**config.mk**
```make
export PLATFORM = sky130hd
export DESIGN_NAME = interrupt_source_control
export DESIGN_NICKNAME = d
export VERILOG_FILES = /design/src/verilog/irq_ctrl_pkg.sv /design/src/verilog/axil_reg_port.sv /design/src/verilog/interrupt_source_control.sv /design/src/verilog/irq_pin_detect.sv
export VERILOG_INCLUDE_DIRS = /design/src /design/src/verilog
export SDC_FILE = /design/constraint.sdc
export NUM_CORES = 1
export LEC_CHECK = 0
export BUFFER_PORTS_ARGS = -buffer_cell sky130_fd_sc_hd__buf_2
export CORE_MARGIN = 5
export CORE_UTILIZATION = 51
export CTS_CLUSTER_SIZE = 40
export DETAILED_ROUTE_END_ITERATION = 16
export GPL_TIMING_DRIVEN = 0
export PLACE_DENSITY = 0.69
export SYNTH_ARGS = -nofsm -noshare
export SYNTH_HDL_FRONTEND = slang
export SYNTH_SLANG_ARGS = --single-unit
```
**constraint.sdc**
```tcl
create_clock -name sys_clk -period 18.2 [get_ports sys_clk]
set_clock_uncertainty 0.2 [all_clocks]
set_input_delay 0 -clock sys_clk [delete_from_list [all_inputs] [get_ports sys_clk]]
set_output_delay 0 -clock sys_clk [all_outputs]
set_load 0.01 [all_outputs]
```
**src/verilog/irq_ctrl_map.svh**
```systemverilog
// Register indices, field positions, reset values and vector types of the source control block
`ifndef IRQ_CTRL_MAP_SVH
`define IRQ_CTRL_MAP_SVH
// ----------------------------------------
// Register indices (byte address = 4 * index)
// ----------------------------------------
`define IDX_MASK_MIRROR 8'h28
`define IDX_IN_SERVICE 8'h2c
`define IDX_PENDING 8'h2e
`define IDX_TIMER_UNIT 8'h32
`define IDX_DMA0_EXT5 8'h34
`define IDX_DMA1_EXT6 8'h36
`define IDX_EXT0 8'h38
`define IDX_EXT1 8'h3a
`define IDX_EXT2 8'h3c
`define IDX_EXT3 8'h3e
`define IDX_EXT4 8'h40
`define IDX_SERIAL1 8'h42
`define IDX_SERIAL0 8'h44
`define IDX_TIMER0_SLAVE 8'h32
`define IDX_TIMER1_SLAVE 8'h38
`define IDX_TIMER2_SLAVE 8'h3a
// ----------------------------------------
// Field positions and writable fields
// ----------------------------------------
`define POS_SER_FIXED 4
`define WMASK_EXT01 7'h7f
`define WMASK_EXT234 7'h1f
`define WMASK_PLAIN 7'h0f
// ----------------------------------------
// Reset values
// ----------------------------------------
`define RST_CTRL 7'h0f
`define RST_IN_SERVICE 12'h000
// ----------------------------------------
// Vector types
// ----------------------------------------
`define TYPE_TMR0 8'h08
`define TYPE_TMR1 8'h12
`define TYPE_TMR2 8'h13
`define TYPE_DMA0 8'h0a
`define TYPE_DMA1 8'h0b
`define TYPE_EXT0 8'h0c
`define TYPE_EXT1 8'h0d
`define TYPE_EXT2 8'h0e
`define TYPE_EXT3 8'h0f
`define TYPE_EXT4 8'h10
`define TYPE_SER1 8'h16
`define TYPE_SER0 8'h17
// ----------------------------------------
// Bus responses
// ----------------------------------------
`define RESP_OKAY 2'b00
`define RESP_SLVERR 2'b10
`endif

```
**src/verilog/irq_ctrl_pkg.sv**
```systemverilog
// Types shared by the interrupt source control block
`default_nettype none
package irq_ctrl_pkg;
  typedef enum logic [3:0] {
    ENT_TMR = 4'b0000,
    ENT_DMA0 = 4'b0001,
    ENT_DMA1 = 4'b0010,
    ENT_EXT0 = 4'b0011,
    ENT_EXT1 = 4'b0100,
    ENT_EXT2 = 4'b0101,
    ENT_EXT3 = 4'b0110,
    ENT_EXT4 = 4'b0111,
    ENT_SER1 = 4'b1000,
    ENT_SER0 = 4'b1001,
    ENT_TMR1 = 4'b1010,
    ENT_TMR2 = 4'b1011
  } ent_t;
  typedef struct packed {
    logic special_nested_enable;
    logic cascade_enable;
    logic level_trigger_select;
    logic source_mask;
    logic [2:0] priority_level;
  } src_ctl_t;
  typedef src_ctl_t [11:0] ctl_arr_t;
  typedef struct packed {
    logic sync1;
    logic sync2;
    logic prev;
    logic edge_seen;
  } pin_st_t;
  typedef struct packed {
    logic aw_full;
    logic [11:0] awaddr;
    logic w_full;
    logic [31:0] wdata;
    logic [3:0] wstrb;
    logic bvalid;
    logic [1:0] bresp;
    logic rvalid;
    logic [1:0] rresp;
    logic [31:0] rdata;
  } axil_st_t;
  typedef struct packed {
    logic mode_s1;
    logic mode_s2;
    ctl_arr_t ctl;
    logic [11:0] in_service_reg;
    logic irq_req;
    logic [7:0] irq_type;
    logic [3:0] sel;
    logic ack_a;
    logic ack_b;
  } main_st_t;
endpackage
`default_nettype wire

```
**src/verilog/axil_reg_port.sv**
```systemverilog
// AXI4-Lite slave that turns bus transfers into register strobes
`timescale 1ns/1ps
`default_nettype none
`include "irq_ctrl_map.svh"
module axil_reg_port (
  // Clock and reset
  input wire logic sys_clk,
  input wire logic rst_b,
  // Write channels
  input wire logic [11:0] s_axi_awaddr,
  input wire logic s_axi_awvalid,
  output logic s_axi_awready,
  input wire logic [31:0] s_axi_wdata,
  input wire logic [3:0] s_axi_wstrb,
  input wire logic s_axi_wvalid,
  output logic s_axi_wready,
  output logic [1:0] s_axi_bresp,
  output logic s_axi_bvalid,
  input wire logic s_axi_bready,
  // Read channels
  input wire logic [11:0] s_axi_araddr,
  input wire logic s_axi_arvalid,
  output logic s_axi_arready,
  output logic [31:0] s_axi_rdata,
  output logic [1:0] s_axi_rresp,
  output logic s_axi_rvalid,
  input wire logic s_axi_rready,
  // Register side
  output logic reg_wr_en,
  output logic [7:0] reg_wr_idx,
  output logic [15:0] reg_wr_data,
  output logic [1:0] reg_wr_be,
  input wire logic reg_wr_ok,
  output logic [7:0] reg_rd_idx,
  input wire logic [15:0] reg_rd_data,
  input wire logic reg_rd_ok
);
  import irq_ctrl_pkg::*;
  axil_st_t q;
  axil_st_t d;
  logic wr_fire;
  logic wr_inside;
  logic rd_inside;
  assign s_axi_awready = !q.aw_full && !q.bvalid;
  assign s_axi_wready = !q.w_full && !q.bvalid;
  assign s_axi_arready = !q.rvalid;
  assign wr_fire = q.aw_full && q.w_full && !q.bvalid;
  assign wr_inside = (q.awaddr[11:10] == 2'b00) && reg_wr_ok;
  assign rd_inside = (s_axi_araddr[11:10] == 2'b00) && reg_rd_ok;
  assign reg_wr_en = wr_fire && wr_inside;
  assign reg_wr_idx = q.awaddr[9:2];
  assign reg_wr_data = q.wdata[15:0];
  assign reg_wr_be = q.wstrb[1:0];
  assign reg_rd_idx = s_axi_araddr[9:2];
  always_comb
  begin
    d = q;
    if (s_axi_awvalid && s_axi_awready)
    begin
      d.aw_full = 1'b1;
      d.awaddr = s_axi_awaddr;
    end
    if (s_axi_wvalid && s_axi_wready)
    begin
      d.w_full = 1'b1;
      d.wdata = s_axi_wdata;
      d.wstrb = s_axi_wstrb;
    end
    // Response only once both halves are held, whatever their order
    if (wr_fire)
    begin
      d.aw_full = 1'b0;
      d.w_full = 1'b0;
      d.bvalid = 1'b1;
      d.bresp = wr_inside ? `RESP_OKAY : `RESP_SLVERR;
    end
    if (q.bvalid && s_axi_bready)
      d.bvalid = 1'b0;
    if (s_axi_arvalid && s_axi_arready)
    begin
      d.rvalid = 1'b1;
      d.rdata = rd_inside ? {16'h0000, reg_rd_data} : 32'h0000_0000;
      d.rresp = rd_inside ? `RESP_OKAY : `RESP_SLVERR;
    end
    if (q.rvalid && s_axi_rready)
      d.rvalid = 1'b0;
  end
  always_ff @(posedge sys_clk or negedge rst_b)
  begin
    if (!rst_b)
      q <= '0;
    else
      q <= d;
  end
  assign s_axi_bvalid = q.bvalid;
  assign s_axi_bresp = q.bresp;
  assign s_axi_rvalid = q.rvalid;
  assign s_axi_rdata = q.rdata;
  assign s_axi_rresp = q.rresp;
endmodule
`default_nettype wire

```
**src/verilog/interrupt_source_control.sv**
```systemverilog
// Per-source interrupt mask, priority, trigger and cascade control with request resolution
//
// Operation
// - Serial control registers reset to 001Fh; bit 4 reads one, upper bits zero.
// - A serial port interrupts only while its mask bit is zero.
// - Three-bit priority, 000b highest to 111b lowest; reset gives lowest.
// - Fifth external input only in fully nested mode; off in cascade.
// - Fifth external input: bit 4 one is high level, zero rising edge.
// - Fifth external input ignored while its mask bit is one.
// - External, timer and DMA control registers reset to 000Fh.
// - Third and fourth external inputs vector as types 0eh and 0fh.
// - In cascade, third and fourth pins become acknowledge outputs.
// - Third and fourth inputs: bit 4 selects level, else rising edge.
// - Each external, timer, DMA mask bit is mirrored in a shared mask register.
// - First and second external inputs vector as types 0ch and 0dh.
// - First and second inputs: bit 5 enables cascade; bits 15 to 7 zero.
// - First and second inputs: bit 6 enables special fully nested operation.
// - First and second inputs: bit 4 selects level, else rising edge.
// - Master mode: one shared timer register; types 08h, 12h, 13h.
// - Timer or DMA mask one blocks all its sources; zero lets any through.
// - Slave mode: per-timer control registers at 032h, 038h and 03ah.
// - DMA interrupts use types 0ah and 0bh.
// - Slave mode keeps DMA control registers at 034h and 036h.
// - Pending timer bit is the OR of the three timer requests in master mode; in slave mode it is timer 0 only.
// - Taken interrupt sets its in-service bit; register resets to zero.
`timescale 1ns/1ps
`default_nettype none
`include "irq_ctrl_map.svh"
module interrupt_source_control (
  // Clock and reset
  input wire logic sys_clk,
  input wire logic rst_b,
  // Register bus
  input wire logic [11:0] s_axi_awaddr,
  input wire logic s_axi_awvalid,
  output logic s_axi_awready,
  input wire logic [31:0] s_axi_wdata,
  input wire logic [3:0] s_axi_wstrb,
  input wire logic s_axi_wvalid,
  output logic s_axi_wready,
  output logic [1:0] s_axi_bresp,
  output logic s_axi_bvalid,
  input wire logic s_axi_bready,
  input wire logic [11:0] s_axi_araddr,
  input wire logic s_axi_arvalid,
  output logic s_axi_arready,
  output logic [31:0] s_axi_rdata,
  output logic [1:0] s_axi_rresp,
  output logic s_axi_rvalid,
  input wire logic s_axi_rready,
  // Mode strap
  input wire logic slave_mode_pin,
  // External request pins
  input wire logic ext_irq_in_a,
  input wire logic ext_irq_in_b,
  input wire logic ext_irq_in_c,
  input wire logic ext_irq_in_d,
  input wire logic ext_irq_in_e,
  // Cascade acknowledge drive on the third and fourth pins
  output logic irq_ack_out_a,
  output logic irq_ack_out_a_oe_n,
  output logic irq_ack_out_b,
  output logic irq_ack_out_b_oe_n,
  // On-chip requests
  input wire logic [2:0] tmr_req,
  input wire logic [1:0] dma_req,
  input wire logic [1:0] ser_req,
  // Processor side
  output logic irq_req,
  output logic [7:0] irq_type,
  input wire logic irq_ack
);
  import irq_ctrl_pkg::*;

  // ----------------------------------------
  // Decoding helpers
  // ----------------------------------------
  function automatic logic [4:0] ent_of(input logic [7:0] idx, input logic slave);
    if (slave && idx == `IDX_TIMER1_SLAVE)
      ent_of = {1'b1, ENT_TMR1};
    else if (slave && idx == `IDX_TIMER2_SLAVE)
      ent_of = {1'b1, ENT_TMR2};
    else if (idx == `IDX_TIMER_UNIT)
      ent_of = {1'b1, ENT_TMR};
    else if (idx == `IDX_DMA0_EXT5)
      ent_of = {1'b1, ENT_DMA0};
    else if (idx == `IDX_DMA1_EXT6)
      ent_of = {1'b1, ENT_DMA1};
    else if (slave)
      ent_of = 5'h00;
    else if (idx == `IDX_EXT0)
      ent_of = {1'b1, ENT_EXT0};
    else if (idx == `IDX_EXT1)
      ent_of = {1'b1, ENT_EXT1};
    else if (idx == `IDX_EXT2)
      ent_of = {1'b1, ENT_EXT2};
    else if (idx == `IDX_EXT3)
      ent_of = {1'b1, ENT_EXT3};
    else if (idx == `IDX_EXT4)
      ent_of = {1'b1, ENT_EXT4};
    else if (idx == `IDX_SERIAL1)
      ent_of = {1'b1, ENT_SER1};
    else if (idx == `IDX_SERIAL0)
      ent_of = {1'b1, ENT_SER0};
    else
      ent_of = 5'h00;
  endfunction

  // Fields that software may change in each entry
  function automatic logic [6:0] wmask(input logic [3:0] e);
    if (e == ENT_EXT0 || e == ENT_EXT1)
      wmask = `WMASK_EXT01;
    else if (e == ENT_EXT2 || e == ENT_EXT3 || e == ENT_EXT4)
      wmask = `WMASK_EXT234;
    else
      wmask = `WMASK_PLAIN;
  endfunction

  // Bit layout of the pending and in-service views
  function automatic logic [15:0] view(input logic [11:0] v, input logic slave);
    logic [15:0] r;
    r = 16'h0000;
    r[0] = v[0];
    r[2] = v[1];
    r[3] = v[2];
    if (slave)
    begin
      r[4] = v[10];
      r[5] = v[11];
    end
    else
    begin
      r[8:4] = v[7:3];
      r[9] = v[8];
      r[10] = v[9];
    end
    return r;
  endfunction

  // Current read value of a register, with a hit flag on top
  function automatic logic [16:0] reg_value(input logic [7:0] idx, input logic slave,
                                            input ctl_arr_t c, input logic [11:0] isv,
                                            input logic [11:0] rq);
    logic [4:0] en;
    logic [15:0] v;
    en = ent_of(idx, slave);
    v = 16'h0000;
    if (idx == `IDX_MASK_MIRROR)
    begin
      for (int e = 0; e < 12; e++)
        v[e] = c[e].source_mask;
      return {1'b1, v};
    end
    else if (idx == `IDX_IN_SERVICE)
      return {1'b1, view(isv, slave)};
    else if (idx == `IDX_PENDING)
      return {1'b1, view(rq, slave)};
    else if (en[4])
    begin
      v[6:0] = c[en[3:0]] & wmask(en[3:0]);
      if (en[3:0] == ENT_SER0 || en[3:0] == ENT_SER1)
        v[`POS_SER_FIXED] = 1'b1;
      return {1'b1, v};
    end
    return 17'h0_0000;
  endfunction

  // Vector type of the source being forwarded
  function automatic logic [7:0] type_of(input logic [3:0] e, input logic slave,
                                         input logic [2:0] t);
    case (e)
      ENT_TMR: type_of = (slave || t[0]) ? `TYPE_TMR0 : (t[1] ? `TYPE_TMR1 : `TYPE_TMR2);
      ENT_TMR1: type_of = `TYPE_TMR1;
      ENT_TMR2: type_of = `TYPE_TMR2;
      ENT_DMA0: type_of = `TYPE_DMA0;
      ENT_DMA1: type_of = `TYPE_DMA1;
      ENT_EXT0: type_of = `TYPE_EXT0;
      ENT_EXT1: type_of = `TYPE_EXT1;
      ENT_EXT2: type_of = `TYPE_EXT2;
      ENT_EXT3: type_of = `TYPE_EXT3;
      ENT_EXT4: type_of = `TYPE_EXT4;
      ENT_SER1: type_of = `TYPE_SER1;
      default: type_of = `TYPE_SER0;
    endcase
  endfunction

  // ----------------------------------------
  // State and wiring
  // ----------------------------------------
  main_st_t q;
  main_st_t d;
  logic slave;
  logic casc_any;
  logic ack_now;
  logic [4:0] pin_req;
  logic [4:0] pin_clear;
  logic [4:0] pin_in;
  logic [11:0] req;
  logic [11:0] elig;
  logic wr_en;
  logic [7:0] wr_idx;
  logic [15:0] wr_data;
  logic [1:0] wr_be;
  logic [16:0] wr_cur;
  logic [7:0] rd_idx;
  logic [16:0] rd_val;
  logic [4:0] wr_ent;
  logic [15:0] nv;
  logic found;
  logic [3:0] best;
  logic [2:0] best_pri;

  assign slave = q.mode_s2;
  assign casc_any = q.ctl[ENT_EXT0].cascade_enable | q.ctl[ENT_EXT1].cascade_enable;
  assign ack_now = q.irq_req && irq_ack;
  assign pin_in = {ext_irq_in_e, ext_irq_in_d, ext_irq_in_c, ext_irq_in_b, ext_irq_in_a};

  // ----------------------------------------
  // External pin detectors
  // ----------------------------------------
  for (genvar i = 0; i < 5; i++)
  begin : g_pin
    assign pin_clear[i] = ack_now && q.sel == 4'(ENT_EXT0 + i);
    irq_pin_detect u_det (
      .sys_clk(sys_clk),
      .rst_b(rst_b),
      .pin_in(pin_in[i]),
      .level_mode(q.ctl[ENT_EXT0 + i].level_trigger_select),
      .clear(pin_clear[i]),
      .req(pin_req[i])
    );
  end

  // ----------------------------------------
  // Request gathering
  // ----------------------------------------
  assign req[ENT_TMR] = slave ? tmr_req[0] : |tmr_req;
  assign req[ENT_DMA0] = dma_req[0];
  assign req[ENT_DMA1] = dma_req[1];
  assign req[ENT_EXT0] = !slave && pin_req[0];
  assign req[ENT_EXT1] = !slave && pin_req[1];
  assign req[ENT_EXT2] = !slave && !q.ctl[ENT_EXT0].cascade_enable && pin_req[2];
  assign req[ENT_EXT3] = !slave && !q.ctl[ENT_EXT1].cascade_enable && pin_req[3];
  assign req[ENT_EXT4] = !slave && !casc_any && pin_req[4];
  assign req[ENT_SER1] = ser_req[1];
  assign req[ENT_SER0] = ser_req[0];
  assign req[ENT_TMR1] = slave && tmr_req[1];
  assign req[ENT_TMR2] = slave && tmr_req[2];

  // A masked source never competes; nested re-entry only with special nesting
  for (genvar e = 0; e < 12; e++)
  begin : g_elig
    assign elig[e] = req[e] && !q.ctl[e].source_mask
                     && (!q.in_service_reg[e] || q.ctl[e].special_nested_enable);
  end

  // ----------------------------------------
  // Register bus
  // ----------------------------------------
  axil_reg_port u_bus (
    .sys_clk(sys_clk),
    .rst_b(rst_b),
    .s_axi_awaddr(s_axi_awaddr),
    .s_axi_awvalid(s_axi_awvalid),
    .s_axi_awready(s_axi_awready),
    .s_axi_wdata(s_axi_wdata),
    .s_axi_wstrb(s_axi_wstrb),
    .s_axi_wvalid(s_axi_wvalid),
    .s_axi_wready(s_axi_wready),
    .s_axi_bresp(s_axi_bresp),
    .s_axi_bvalid(s_axi_bvalid),
    .s_axi_bready(s_axi_bready),
    .s_axi_araddr(s_axi_araddr),
    .s_axi_arvalid(s_axi_arvalid),
    .s_axi_arready(s_axi_arready),
    .s_axi_rdata(s_axi_rdata),
    .s_axi_rresp(s_axi_rresp),
    .s_axi_rvalid(s_axi_rvalid),
    .s_axi_rready(s_axi_rready),
    .reg_wr_en(wr_en),
    .reg_wr_idx(wr_idx),
    .reg_wr_data(wr_data),
    .reg_wr_be(wr_be),
    .reg_wr_ok(wr_cur[16]),
    .reg_rd_idx(rd_idx),
    .reg_rd_data(rd_val[15:0]),
    .reg_rd_ok(rd_val[16])
  );

  assign rd_val = reg_value(rd_idx, slave, q.ctl, q.in_service_reg, req);
  assign wr_cur = reg_value(wr_idx, slave, q.ctl, q.in_service_reg, req);
  assign wr_ent = ent_of(wr_idx, slave);
  assign nv = {wr_be[1] ? wr_data[15:8] : wr_cur[15:8], wr_be[0] ? wr_data[7:0] : wr_cur[7:0]};

  // ----------------------------------------
  // Next state
  // ----------------------------------------
  always_comb
  begin
    d = q;
    d.mode_s1 = slave_mode_pin;
    d.mode_s2 = q.mode_s1;
    // Software writes; the pending view is read only
    if (wr_en)
    begin
      if (wr_idx == `IDX_MASK_MIRROR)
      begin
        for (int e = 0; e < 12; e++)
          d.ctl[e].source_mask = nv[e];
      end
      else if (wr_idx == `IDX_IN_SERVICE)
      begin
        for (int e = 0; e < 12; e++)
          if ((view(12'h001 << e, slave) & nv) != 16'h0000)
            d.in_service_reg[e] = 1'b0;
      end
      else if (wr_ent[4])
        d.ctl[wr_ent[3:0]] = src_ctl_t'((q.ctl[wr_ent[3:0]] & ~wmask(wr_ent[3:0]))
                                        | (nv[6:0] & wmask(wr_ent[3:0])));
    end
    // Taking an interrupt after the clear so the set wins
    if (ack_now)
      d.in_service_reg[q.sel] = 1'b1;
    // Priority resolution over eligible sources
    found = 1'b0;
    best = 4'h0;
    best_pri = 3'h7;
    for (int e = 0; e < 12; e++)
      if (elig[e] && (!found || q.ctl[e].priority_level < best_pri))
      begin
        found = 1'b1;
        best = 4'(e);
        best_pri = q.ctl[e].priority_level;
      end
    // One idle cycle after an acknowledge lets the in-service bit settle
    d.irq_req = found && !ack_now;
    d.sel = best;
    d.irq_type = type_of(best, slave, tmr_req);
    d.ack_a = ack_now && q.sel == ENT_EXT0 && q.ctl[ENT_EXT0].cascade_enable;
    d.ack_b = ack_now && q.sel == ENT_EXT1 && q.ctl[ENT_EXT1].cascade_enable;
  end

  // ----------------------------------------
  // Registers
  // ----------------------------------------
  always_ff @(posedge sys_clk or negedge rst_b)
  begin
    if (!rst_b)
    begin
      q <= '0;
      q.ctl <= {12{src_ctl_t'(`RST_CTRL)}};
      q.in_service_reg <= `RST_IN_SERVICE;
    end
    else
      q <= d;
  end

  // ----------------------------------------
  // Outputs
  // ----------------------------------------
  assign irq_req = q.irq_req;
  assign irq_type = q.irq_type;
  assign irq_ack_out_a = q.ack_a;
  assign irq_ack_out_b = q.ack_b;
  // Enable low while the pin is driven as an acknowledge output
  assign irq_ack_out_a_oe_n = !q.ctl[ENT_EXT0].cascade_enable;
  assign irq_ack_out_b_oe_n = !q.ctl[ENT_EXT1].cascade_enable;

endmodule
`default_nettype wire

```
**src/verilog/irq_pin_detect.sv**
```systemverilog
// Synchroniser and edge or level detector for one external request pin
`timescale 1ns/1ps
`default_nettype none
module irq_pin_detect (
  // Clock and reset
  input wire logic sys_clk,
  input wire logic rst_b,
  // Pin and control
  input wire logic pin_in,
  input wire logic level_mode,
  input wire logic clear,
  output logic req
);
  import irq_ctrl_pkg::*;
  pin_st_t q;
  pin_st_t d;
  always_comb
  begin
    d = q;
    d.sync1 = pin_in;
    d.sync2 = q.sync1;
    d.prev = q.sync2;
    // Set wins over the acknowledge clear
    d.edge_seen = (q.sync2 & ~q.prev) | (q.edge_seen & ~clear);
  end
  always_ff @(posedge sys_clk or negedge rst_b)
  begin
    if (!rst_b)
      q <= '0;
    else
      q <= d;
  end
  assign req = level_mode ? q.sync2 : q.edge_seen;
endmodule
`default_nettype wire
```
==> metrics.md, run 1 <==
| Metric | Value |
|---|---|
| Starting DRT DRC Count | `between 1000 and 1500` |
| Post-layout min period | `roughly 17 ns` |
| Largest net degree at the start of global routing | `roughly 110` |
| Critical path capture point type | `flop` |
| Cell row count | `53` |
| Max-cap viol count | `1` |
| TritonCTS clock tree | `yes` |
| RSZ-0062 raised after global routing | `false` |
| Status | `complete, but fails checks` |
| Core Box Area | `around 21000 µm²` |
| Tightest Pin Transition | `roughly 1.5 ns` |
| Fin. max-slew vios | `0` |
| Synth Register Bits | `approximately 160` |
| Die area | `24100 µm²` |
| TritonCTS buffer count | `17` |
| Final HPWL DP | `roughly 28000 µm` |
| CP endpoint | `irq_type[4]` |
| Starting Density | `approximately half` |
| Clk root buf | `clkbuf_16` |
| Post-synth EDFFs | `0` |
| Post-synth top area cell | `dfrtp_1` |
| Worst hold path type | `input port to flop` |
| Slew headroom | `under 10%` |
| Clk sink count | `approximately 160` |
| Drt first pass iters | `7` |
| Register-to-register path setup slack | `between 1.5 and 2 ns` |
| Drt drc | `0` |
| Syn. warnings | `0` |
| Leak pwr | `between 5 and 6 nW` |
| Clk buf depth | `2` |
| Placed Cells | `between 1500 and 2000` |
| Post-synth ARST share | `between 90% and 100%` |
| Critical R2R Capture | `irq_type[4]` |
| Cell Area, Synth | `10800 µm²` |
| Worst EP arrival | `between 15 and 20 ns` |
| Initial antenna violation count | `1` |
| Post-layout nets | `around 1500` |
| Distinct cells, synth | `96` |
| Post-Syn Instances | `~1200` |
| First-pass GRT wire length | `between 50000 and 60000 µm` |
| Cell Count, Final, Fillers Out | `1696` |
| Routed WL | `36900 µm` |
| Port Buf Inserts | `80` |
| Final ANT Viol Nets | `0` |
| Vias per Instance | `~6` |
| Slowest stage cell, crit path | `or4_4` |
| GRT overflow | `0` |
| Layout cells sized above 1 | `22.4%` |
| Top-count cell post-synth | `nand2_1` |
| Crit share post-route | `91.6%` |
| Diode count | `0` |
| Area growth syn-to-layout | `19.8%` |
| WL per Instance | `between 20 and 25 µm` |
| Pwr dens | `111 nW/µm²` |
| Die Height | `around 160 µm` |
| Failing checks | `max-capacitance violations` |
| Startpoint class of the critical path | `flop` |
| Max VDD drop | `around 0.08 mV` |
| Final TNS setup | `0 ns` |
| Ys flop type | `dfrtp_1` |
| Main area contributors after synthesis | `dfrtp_1, dfstp_2, mux2_2, nand2_1, a21oi_1` |
| Syn_area_per_cell | `roughly 9 µm²` |
| # fillers | `1850` |
| Die extent in x | `about 160 µm` |
| R2R cell count | `roughly 80` |
| Vias in the first global route | `about 10000` |
| Part of the Yosys area used for sequential elements | `between 30% and 40%` |
| WS Path Type | `flop to flop` |
| H-tree depth | `4` |
| Critical path peak fanout | `9` |
| Via Count | `between 10000 and 15000` |
| Crit path required time | `approximately 18 ns` |
| Max incr delay on CP | `about 0.56 ns` |
| Synth cell count leaders | `nand2_1, nor2_1, dfrtp_1` |
| Register clock-pin slew on the reported worst setup and hold paths | `approximately 0.070 ns` |
| Crit. Startpoint | `slave` |
| Routability Congestion | `1.02` |
| RR Startpoint | `slave` |
| Critical Path Most Common Cell | `ha_1` |
| Final Util | `61.8%` |
| Setup violations, final | `0` |
| Final hold violations | `0` |
| Overall routing resource usage | `30.6%` |
| Area share of the largest cell type after synthesis | `a little over a quarter` |
| Highest clock rate | `around 60 MHz` |
| IO Pins | `135` |
| Worst skew pair latency | `roughly 0.45 ns` |
sequential cells by signal, indices dropped and copies added, names as in the netlist, 2 cells and up:
name,flops
u_bus.reg_wr_idx,8
q,90
irq_type,5
g_pin.u_det.d,10
u_bus.reg_wr_be,2
u_bus.q,4
u_bus.s_axi_rdata,12
g_pin.u_det.q,10
u_bus.reg_wr_data,12
power by group:
| group | total [mW] | internal, mW | switching (mW) |
|---|---|---|---|
| Sequential | 0.514 | 0.437 | 0.0772 |
| Clock | 0.378 | 0.198 | 0.179 |
| Combinational | 0.544 | 0.218 | 0.326 |
| Total | 1.44 | 0.853 | 0.582 |
through the flow:
step | cell area, µm² | total power, mW | hold slack (ns) | worst slack [ns]
finish | 12900 | 1.44 | 0.0371 | 1.53
detailed placement | 11700 | 1.03 | -0.253 | 0.913
global route | 12900 | 1.51 | 0.0597 | 0.0494
floorplan | 10900 | 0.853 | -0.496 | 3.28
CTS | 12800 | 1.41 | 0.0277 | 0.831
global placement | 11600 | 1.02 | -0.0917 | 1.16
worst min-delay path by stage:
stage,start,end,slack (ns),cells after the start
global placement,slave_mode_pin,d[111],-0.09,1
CTS,s_axi_araddr[9],u_bus.s_axi_rdata[8],0.03,5
global route,s_axi_wvalid,u_bus.reg_wr_data[8],0.06,4
detailed placement,rst_b,slave,-0.25,1
floorplan,rst_b,d[111],-0.50,0
finish,s_axi_wvalid,u_bus.reg_wr_data[8],0.04,4
layer usage:
metal	part of all wire (%)	global-route usage, %
met3	9.4	7.45
met5	0.030	0
met1	42	41.6
met2	44	47.5
met4	3.8	11.3
placed cells by master, fill, tap and decap left out, types with 6 or more instances in the layout:
| cell | synthesis | final |
|---|---|---|
| dfrtp_1 | 114 | 114 |
| nor2b_1 | 15 | 15 |
| buf_4 | 44 | 48 |
| nor4_1 | 8 | 7 |
| dfstp_2 | 48 | 48 |
| or3_1 | 12 | 12 |
| clkbuf_16 | 0 | 17 |
| nand3b_1 | 6 | 6 |
| nand2_1 | 138 | 138 |
| mux2_2 | 50 | 50 |
| a211oi_1 | 22 | 19 |
| o31ai_1 | 10 | 10 |
| dlygate4sd3_1 | 0 | 52 |
| clkbuf_1 | 63 | 63 |
| inv_1 | 48 | 48 |
| o21ai_0 | 93 | 93 |
| a22o_1 | 11 | 11 |
| o21a_1 | 10 | 10 |
| nand2b_1 | 14 | 14 |
| a21o_1 | 14 | 14 |
| and2_1 | 7 | 7 |
| nor2_1 | 115 | 115 |
| mux2i_1 | 26 | 26 |
| o211ai_1 | 18 | 18 |
| a22oi_1 | 6 | 6 |
| and3_1 | 8 | 8 |
| mux4_2 | 10 | 10 |
| nor3_1 | 25 | 23 |
| conb_1 | 1 | 25 |
| buf_2 | 0 | 79 |
| nand3_1 | 18 | 18 |
| ha_1 | 13 | 13 |
| o22ai_1 | 12 | 12 |
| a21oi_1 | 94 | 93 |
| a31oi_1 | 15 | 13 |
| or2_2 | 9 | 9 |
final cells by class:
class                      count  area [µm²]  share of cell area [%]
buffer                       110         586                    4.54
clock buffer                  17         425                    3.30
clock inverter                15         196                    1.52
inverter                      49         184                    1.42
multi-input combinational    929        6040                    46.8
sequential                   162        4110                    31.9
tap                          275         344                    2.67
timing repair buffer         139        1020                    7.89
worst max-delay path: cells and delay by family, from the launching register on:
kind / cells / cell delay, ns
buffers and inverters: 8 / 0.65
AOI/OAI and AO/OA: 37 / 7.05
and+or+nand+nor: 20 / 3.92
adders and majority gates: 11 / 2.71
muxes: 6 / 1.72
DFF: 1 / 0.34
kinds of logic (layout without fill, tap and decap cells):
logic type	count (synthesis)	count (layout)	synth area share, %
XOR/XNOR	2	2	0.163
buffers and inverters	159	330	7.14
AND/OR/NAND/NOR	408	408	18.1
adder cells (fa/ha/maj)	13	13	1.51
other	1	25	0.0348
AO/OA/AOI/OAI	395	395	25.1
multiplexers	86	86	9.73
flip-flops	162	162	38.2
timing repair:
item                                   4_1_cts  5_1_grt
hold buffers                                53        0
gates resized for setup                      0       10
endpoints found under the hold margin      187        0
setup endpoints to repair                    0        8
buffers inserted                             0        4
(Power assumes the default switching activity.)
==> run 2: changes to the inputs <==
Settings changed: BUFFER_PORTS_ARGS -buffer_cell sky130_fd_sc_hd__buf_2 to -buffer_cell sky130_fd_sc_hd__buf_4.
==> metrics.md, run 2 (synthesis gave the netlist of run 1 again) <==
| Metric | Value |
|---|---|
| Drt drc | `0 (unchanged)` |
| Register clock-pin slew on the reported worst setup and hold paths | `0.07 ns (about the same)` |
| WL per Instance | `21.9 µm (was 21.7 µm)` |
| Die Height | `155 µm (unchanged)` |
| Fin. max-slew vios | `0 (unchanged)` |
| TritonCTS buffer count | `17 (unchanged)` |
| Comb power frac | `38.8% (was 37.9%)` |
| Initial antenna violation count | `0 (was 1)` |
| Max-cap viol count | `0 (was 1)` |
| Crit. Startpoint | `slave (unchanged)` |
| Starting Density | `51.6% (unchanged)` |
| Setup violations, final | `0 (unchanged)` |
| Leak pwr | `5.71 nW (was 5.65 nW)` |
| Largest Register | `q (unchanged)` |
| Max VDD drop | `0.0775 mV (was 0.0815 mV)` |
| Max incr delay on CP | `0.55 ns (was 0.56 ns)` |
| Final hold violations | `0 (unchanged)` |
| IO Pins | `135 (unchanged)` |
| Int Power | `0.863 mW (was 0.853 mW)` |
| Pre-CTS setup slack | `0.841 ns (was 0.913 ns)` |
| Largest net degree at the start of global routing | `107 (was 111)` |
| Vias per Instance | `6.22 (was 6.18)` |
| Routability Congestion | `1.03 (was 1.02)` |
| Crit share post-route | `92.9% (was 91.6%)` |
| Final Util | `62.7% (was 61.8%)` |
| Drt first pass iters | `6 (was 7)` |
| Worst hold path type | `input port to flop (unchanged)` |
| Startpoint class of the critical path | `flop (unchanged)` |
| Cell row count | `53 (unchanged)` |
| TritonCTS clock tree | `yes (unchanged)` |
| Via Count | `10600 (was 10500)` |
| Tightest Pin Transition | `1.38 ns (was 1.46 ns)` |
| Critical path peak fanout | `9 (unchanged)` |
| Pwr dens | `110 nW/µm² (was 111 nW/µm²)` |
| Slew headroom | `7.36% (was 1.72%)` |
| Clk root buf | `clkbuf_16 (unchanged)` |
| Port Buf Inserts | `80 (unchanged)` |
| Worst EP arrival | `17.04 ns (was 16.81 ns)` |
| Sw Share | `40.3% (was 40.6%)` |
| Most frequent cells in the layout | `nand2_1, buf_4, nor2_1 (was nand2_1, nor2_1, dfrtp_1)` |
| Die extent in x | `155 µm (unchanged)` |
| RR Startpoint | `slave (unchanged)` |
| Overall routing resource usage | `30.6% (about the same)` |
| Worst skew pair latency | `0.44 ns (was 0.45 ns)` |
| Status | `complete, no violations (was complete, but fails checks)` |
| Area growth syn-to-layout | `21.5% (was 19.8%)` |
| Most common cell after layout, fill and taps aside | `nand2_1 (unchanged)` |
| Hold Slack | `0.0153 ns (was 0.0371 ns)` |
| GRT overflow | `0 (unchanged)` |
| Critical Path Most Common Cell | `ha_1 (unchanged)` |
| Routed WL | `37200 µm (was 36900 µm)` |
| Slowest stage cell, crit path | `or4_4 (unchanged)` |
| Min-delay src | `ext_irq_in_a (was s_axi_wvalid)` |
| Layout cells sized above 1 | `22.8% (was 22.4%)` |
| Final ANT Viol Nets | `0 (unchanged)` |
| Crit path required time | `18.33 ns (was 18.34 ns)` |
| Clk buf depth | `2 (unchanged)` |
| Final TNS setup | `0 ns (unchanged)` |
| WS Path Type | `flop to flop (unchanged)` |
| Die area | `24100 µm² (unchanged)` |
| First-pass GRT wire length | `57600 µm (was 57200 µm)` |
| Highest clock rate | `59.1 MHz (was 60.0 MHz)` |
| Clk sink count | `162 (unchanged)` |
| Final worst slack | `1.29 ns (was 1.53 ns)` |
| Net switching power | `0.583 mW (was 0.582 mW)` |
| Starting DRT DRC Count | `1162 (was 1063)` |
| Critical path capture point type | `flop (unchanged)` |
| Sequential share of power | `35.5% (was 35.8%)` |
| Max reg flops | `90 (unchanged)` |
| H-tree depth | `4 (unchanged)` |
| Vias in the first global route | `9962 (was 9969)` |
| Total power | `1.45 mW (was 1.44 mW)` |
| Final HPWL DP | `27900 µm (was 27800 µm)` |
| # fillers | `1794 (was 1850)` |
| Clock network power share | `25.8% (was 26.3%)` |
| Post-layout min period | `16.91 ns (was 16.67 ns)` |
| Diode count | `0 (unchanged)` |
| Post-layout nets | `1504 (was 1502)` |
| Core Box Area | `20900 µm² (unchanged)` |
-- run 2: cell count changes in the layout (fill, tap and decap cells not counted) --
cell,before,now
buf_4,48,132
buf_2,79,0
clkinv_8,5,1
inv_8,3,7
dlygate4sd3_1,52,49
a311oi_1,5,4
a311oi_2,0,1
a31oi_1,13,14
a31oi_4,3,2
buf_12,1,0
buf_16,1,2
clkinvlp_4,1,0
inv_6,3,4
-- run 2: path summary, 6_finish.rpt --
check / to / slack (ns) / depth (start not counted)
max in group asynchronous: q[55] / 16.67 / 4
worst max register to register: irq_type[4] / 1.29 / 82
worst max-delay path: irq_type[4] / 1.29 / 82
min in group asynchronous: q[107] / 0.56 / 3
worst min register to register: g_pin[2].u_det.d[1] / 0.15 / 0
worst min-delay path: g_pin[0].u_det.d[2] / 0.02 / 2
-- run 2: what timing repair did --
item | 4_1_cts | 5_1_grt
setup buffers | 0 | 9
hold endpoints to repair | 184 | 0
gates resized for setup | 0 | 9
setup endpoints to repair | 0 | 8
hold buffers | 50 | 0
-- run 2: layout make-up --
| class | count | area [µm²] | share of cell area (%) |
|---|---|---|---|
| Buffer | 110 | 586 | 4.47 |
| Clock buffer | 17 | 425 | 3.25 |
| Clock inverter | 15 | 178 | 1.36 |
| Inverter | 49 | 184 | 1.40 |
| Multi-Input combinational cell | 929 | 6030 | 46.1 |
| Sequential cell | 162 | 4110 | 31.4 |
| Tap cell | 275 | 344 | 2.63 |
| Timing Repair Buffer | 141 | 1230 | 9.40 |
-- run 2: per-stage QoR --
stage               cells  area [µm²]
floorplan            1250       10900
global placement     1605       11800
detailed placement   1607       11900
CTS                  1689       13000
global route         1698       13100
finish               1698       13100
-- run 2: critical path: cells and delay by family, from the launching register on --
| family | cells | cell delay, ns |
|---|---|---|
| adders and majority gates | 11 | 2.78 |
| muxes | 6 | 1.63 |
| buffers and inverters | 8 | 0.64 |
| DFF | 1 | 0.34 |
| AOI/OAI and AO/OA | 37 | 7.33 |
| and+or+nand+nor | 20 | 3.85 |
-- run 2: layer usage --
layer / track usage, % / up-vias / share of wire, %
met5: 0 / - / 0
met4: 11.4 / 0 / 3.6
met3: 6.48 / 92 / 10
met2: 46.6 / 598 / 45
met1: 43.2 / 5065 / 42
li1: - / 4812 / -
-- run 2: power by group through the flow --
stage / Sequential (mW) / Clock [mW] / Combinational [mW]
floorplan: 0.482 / 0 / 0.372
global placement: 0.511 / 0 / 0.514
detailed placement: 0.514 / 0 / 0.524
CTS: 0.507 / 0.376 / 0.540
global route: 0.519 / 0.392 / 0.613
finish: 0.513 / 0.373 / 0.561
==> run 3: changes to the inputs <==
Settings changed: RECOVER_POWER from default to 25.
==> metrics.md, run 3 (synthesis gave the netlist of run 1 again) <==
| Metric | Value |
|---|---|
| Crit path required time | `18.33 ns (about the same)` |
| Leak pwr | `5.66 nW (was 5.71 nW)` |
| Largest Register | `q (unchanged)` |
| WS Path Type | `flop to flop (unchanged)` |
| Diode count | `0 (unchanged)` |
| Register-to-register path setup slack | `1.31 ns (was 1.29 ns)` |
| Starting DRT DRC Count | `1132 (was 1162)` |
| Post-layout min period | `16.89 ns (was 16.91 ns)` |
| Max-cap viol count | `2 (was 0)` |
| Comb power frac | `38.5% (was 38.8%)` |
| CP Depth | `82 (unchanged)` |
| Drt first pass iters | `12 (was 6)` |
| R2R cell count | `82 (unchanged)` |
| Initial antenna violation count | `0 (unchanged)` |
| Most common cell after layout, fill and taps aside | `nand2_1 (unchanged)` |
| Cell row count | `53 (unchanged)` |
| Final HPWL DP | `27900 µm (unchanged)` |
| FF/Latch Area | `4110 µm² (unchanged)` |
| H-tree depth | `4 (unchanged)` |
| Status | `complete, but fails checks (was complete, no violations)` |
| WL per Instance | `21.9 µm (about the same)` |
| Hold Slack | `0.0340 ns (was 0.0153 ns)` |
| Worst skew pair latency | `0.44 ns (about the same)` |
| Most frequent cells in the layout | `nand2_1, buf_4, nor2_1 (unchanged)` |
| # fillers | `1808 (was 1794)` |
| Bufs and invs on worst path | `8 (unchanged)` |
| Largest net degree at the start of global routing | `107 (unchanged)` |
| Layout cells sized above 1 | `22.1% (was 22.8%)` |
| Die area | `24100 µm² (unchanged)` |
| Clock network power share | `25.9% (was 25.8%)` |
| Routability Congestion | `1.03 (unchanged)` |
| Register clock-pin slew on the reported worst setup and hold paths | `0.07 ns (about the same)` |
| Sequential share of power | `35.6% (was 35.5%)` |
| Fin. max-slew vios | `45 (was 0)` |
| Crit path max-delay family | `compound AO/OA/AOI/OAI gates (unchanged)` |
| Worst hold path type | `input port to flop (unchanged)` |
| Critical Path Most Common Cell | `ha_1 (unchanged)` |
| Final ANT Viol Nets | `0 (unchanged)` |
| Crit. Startpoint | `slave (unchanged)` |
| Worst EP arrival | `17.02 ns (was 17.04 ns)` |
| Slew headroom | `-57.1% (was 7.36%)` |
| Area growth syn-to-layout | `20.9% (was 21.5%)` |
| Critical R2R Capture | `irq_type[4] (unchanged)` |
| Int Power | `0.859 mW (was 0.863 mW)` |
| Max VDD drop | `0.0773 mV (was 0.0775 mV)` |
| Footprint of the multi-input gates | `6030 µm² (unchanged)` |
| Critical path capture point type | `flop (unchanged)` |
| Vias in the first global route | `9962 (unchanged)` |
| Vias per Instance | `6.22 (about the same)` |
| TritonCTS clock tree | `yes (unchanged)` |
| Tightest Pin Transition | `2.36 ns (was 1.38 ns)` |
| Core Box Area | `20900 µm² (unchanged)` |
| Starting Density | `51.6% (unchanged)` |
| Highest clock rate | `59.2 MHz (was 59.1 MHz)` |
| Clk sink count | `162 (unchanged)` |
| Critical path peak fanout | `9 (unchanged)` |
| Overall routing resource usage | `30.6% (unchanged)` |
| Setup violations, final | `0 (unchanged)` |
| Final Util | `62.4% (was 62.7%)` |
| CP endpoint | `irq_type[4] (unchanged)` |
| Startpoint class of the critical path | `flop (unchanged)` |
| First-pass GRT wire length | `57600 µm (unchanged)` |
| Net switching power | `0.584 mW (was 0.583 mW)` |
| Drt drc | `0 (unchanged)` |
| Final hold violations | `0 (unchanged)` |
| Port Buf Inserts | `80 (unchanged)` |
| RR Startpoint | `slave (unchanged)` |
| Max incr delay on CP | `0.55 ns (about the same)` |
| Sw Share | `40.5% (was 40.3%)` |
| Die extent in x | `155 µm (unchanged)` |
| GRT overflow | `0 (unchanged)` |
| TritonCTS buffer count | `17 (unchanged)` |
| Clk buf depth | `2 (unchanged)` |
| Post-layout nets | `1504 (unchanged)` |
| Slowest stage cell, crit path | `or4_4 (unchanged)` |
| Crit share post-route | `92.8% (was 92.9%)` |
| Via Count | `10600 (about the same)` |
| IO Pins | `135 (unchanged)` |
| Routed WL | `37100 µm (was 37200 µm)` |
| Max reg flops | `90 (unchanged)` |
| Clk root buf | `clkbuf_16 (unchanged)` |
| Pwr dens | `111 nW/µm² (was 110 nW/µm²)` |
| Failing checks | `max-capacitance violations, max-slew violations` |
| Die Height | `155 µm (unchanged)` |
## run 3: cell types whose count changed in the layout (fill, tap and decap cells not counted)
cell      previous run  this run
buf_8                1         0
buf_16               2         1
clkbuf_1            63        73
buf_4              132       118
clkbuf_4             0         6
## run 3: worst min-delay path by stage
stage | depth (start not counted) | end | startpoint
2_1_floorplan | 0 | d[111] | rst_b
3_3_place_gp | 1 | d[111] | slave_mode_pin
3_5_place_dp | 1 | u_bus.s_axi_bvalid | rst_b
4_1_cts | 2 | g_pin[4].u_det.d[2] | ext_irq_in_e
5_1_grt | 2 | g_pin[4].u_det.d[2] | ext_irq_in_e
6_report | 2 | g_pin[0].u_det.d[2] | ext_irq_in_a
## run 3: worst register-to-register path, delay by kind of cell (launching register included)
family | cells | cell delay, ns
fa+ha+maj | 11 | 2.79
simple gates | 20 | 3.91
buf+inv | 8 | 0.66
flops | 1 | 0.34
mux | 6 | 1.60
compound gates | 37 | 7.30
## run 3: final cells by class
class | instances | area share (%)
inverter | 49 | 1.41
buffer | 110 | 4.49
clock buffer | 17 | 3.27
tap | 275 | 2.64
clock inverter | 15 | 1.36
sequential | 162 | 31.6
multi-input combinational | 929 | 46.3
timing repair buffer | 141 | 8.95
## run 3: routing by layer
| layer | global-route usage (%) | up-vias | part of all wire (%) |
|---|---|---|---|
| met5 | 0 | - | 0 |
| met4 | 11.4 | 0 | 3.5 |
| met3 | 6.48 | 90 | 9.6 |
| met2 | 46.6 | 539 | 45 |
| met1 | 43.2 | 5121 | 42 |
| li1 | - | 4812 | - |
## run 3: power groups by stage
stage | Sequential, mW | Combinational (mW) | Clock, mW
after floorplan | 0.482 | 0.372 | 0
after global placement | 0.511 | 0.514 | 0
after detailed placement | 0.514 | 0.524 | 0
after CTS | 0.507 | 0.540 | 0.376
after global routing | 0.519 | 0.608 | 0.392
final | 0.513 | 0.556 | 0.373
## run 3: timing repair
action	in CTS	in global routing
gates resized for setup	0	9
endpoints found under the hold margin	184	0
setup buffers	0	9
setup endpoints to repair	0	8
hold buffers	50	0
## run 3: through the flow
stage | setup slack (ns) | setup TNS [ns] | cells | power [mW] | area [µm²]
2_1_floorplan | 3.28 | 0 | 1250 | 0.853 | 10900
3_3_place_gp | 1.10 | 0 | 1605 | 1.03 | 11800
3_5_place_dp | 0.841 | 0 | 1607 | 1.04 | 11900
4_1_cts | 0.720 | 0 | 1689 | 1.42 | 13000
5_1_grt | -0.0104 | -0.0104 | 1698 | 1.52 | 13000
6_report | 1.31 | 0 | 1698 | 1.44 | 13000
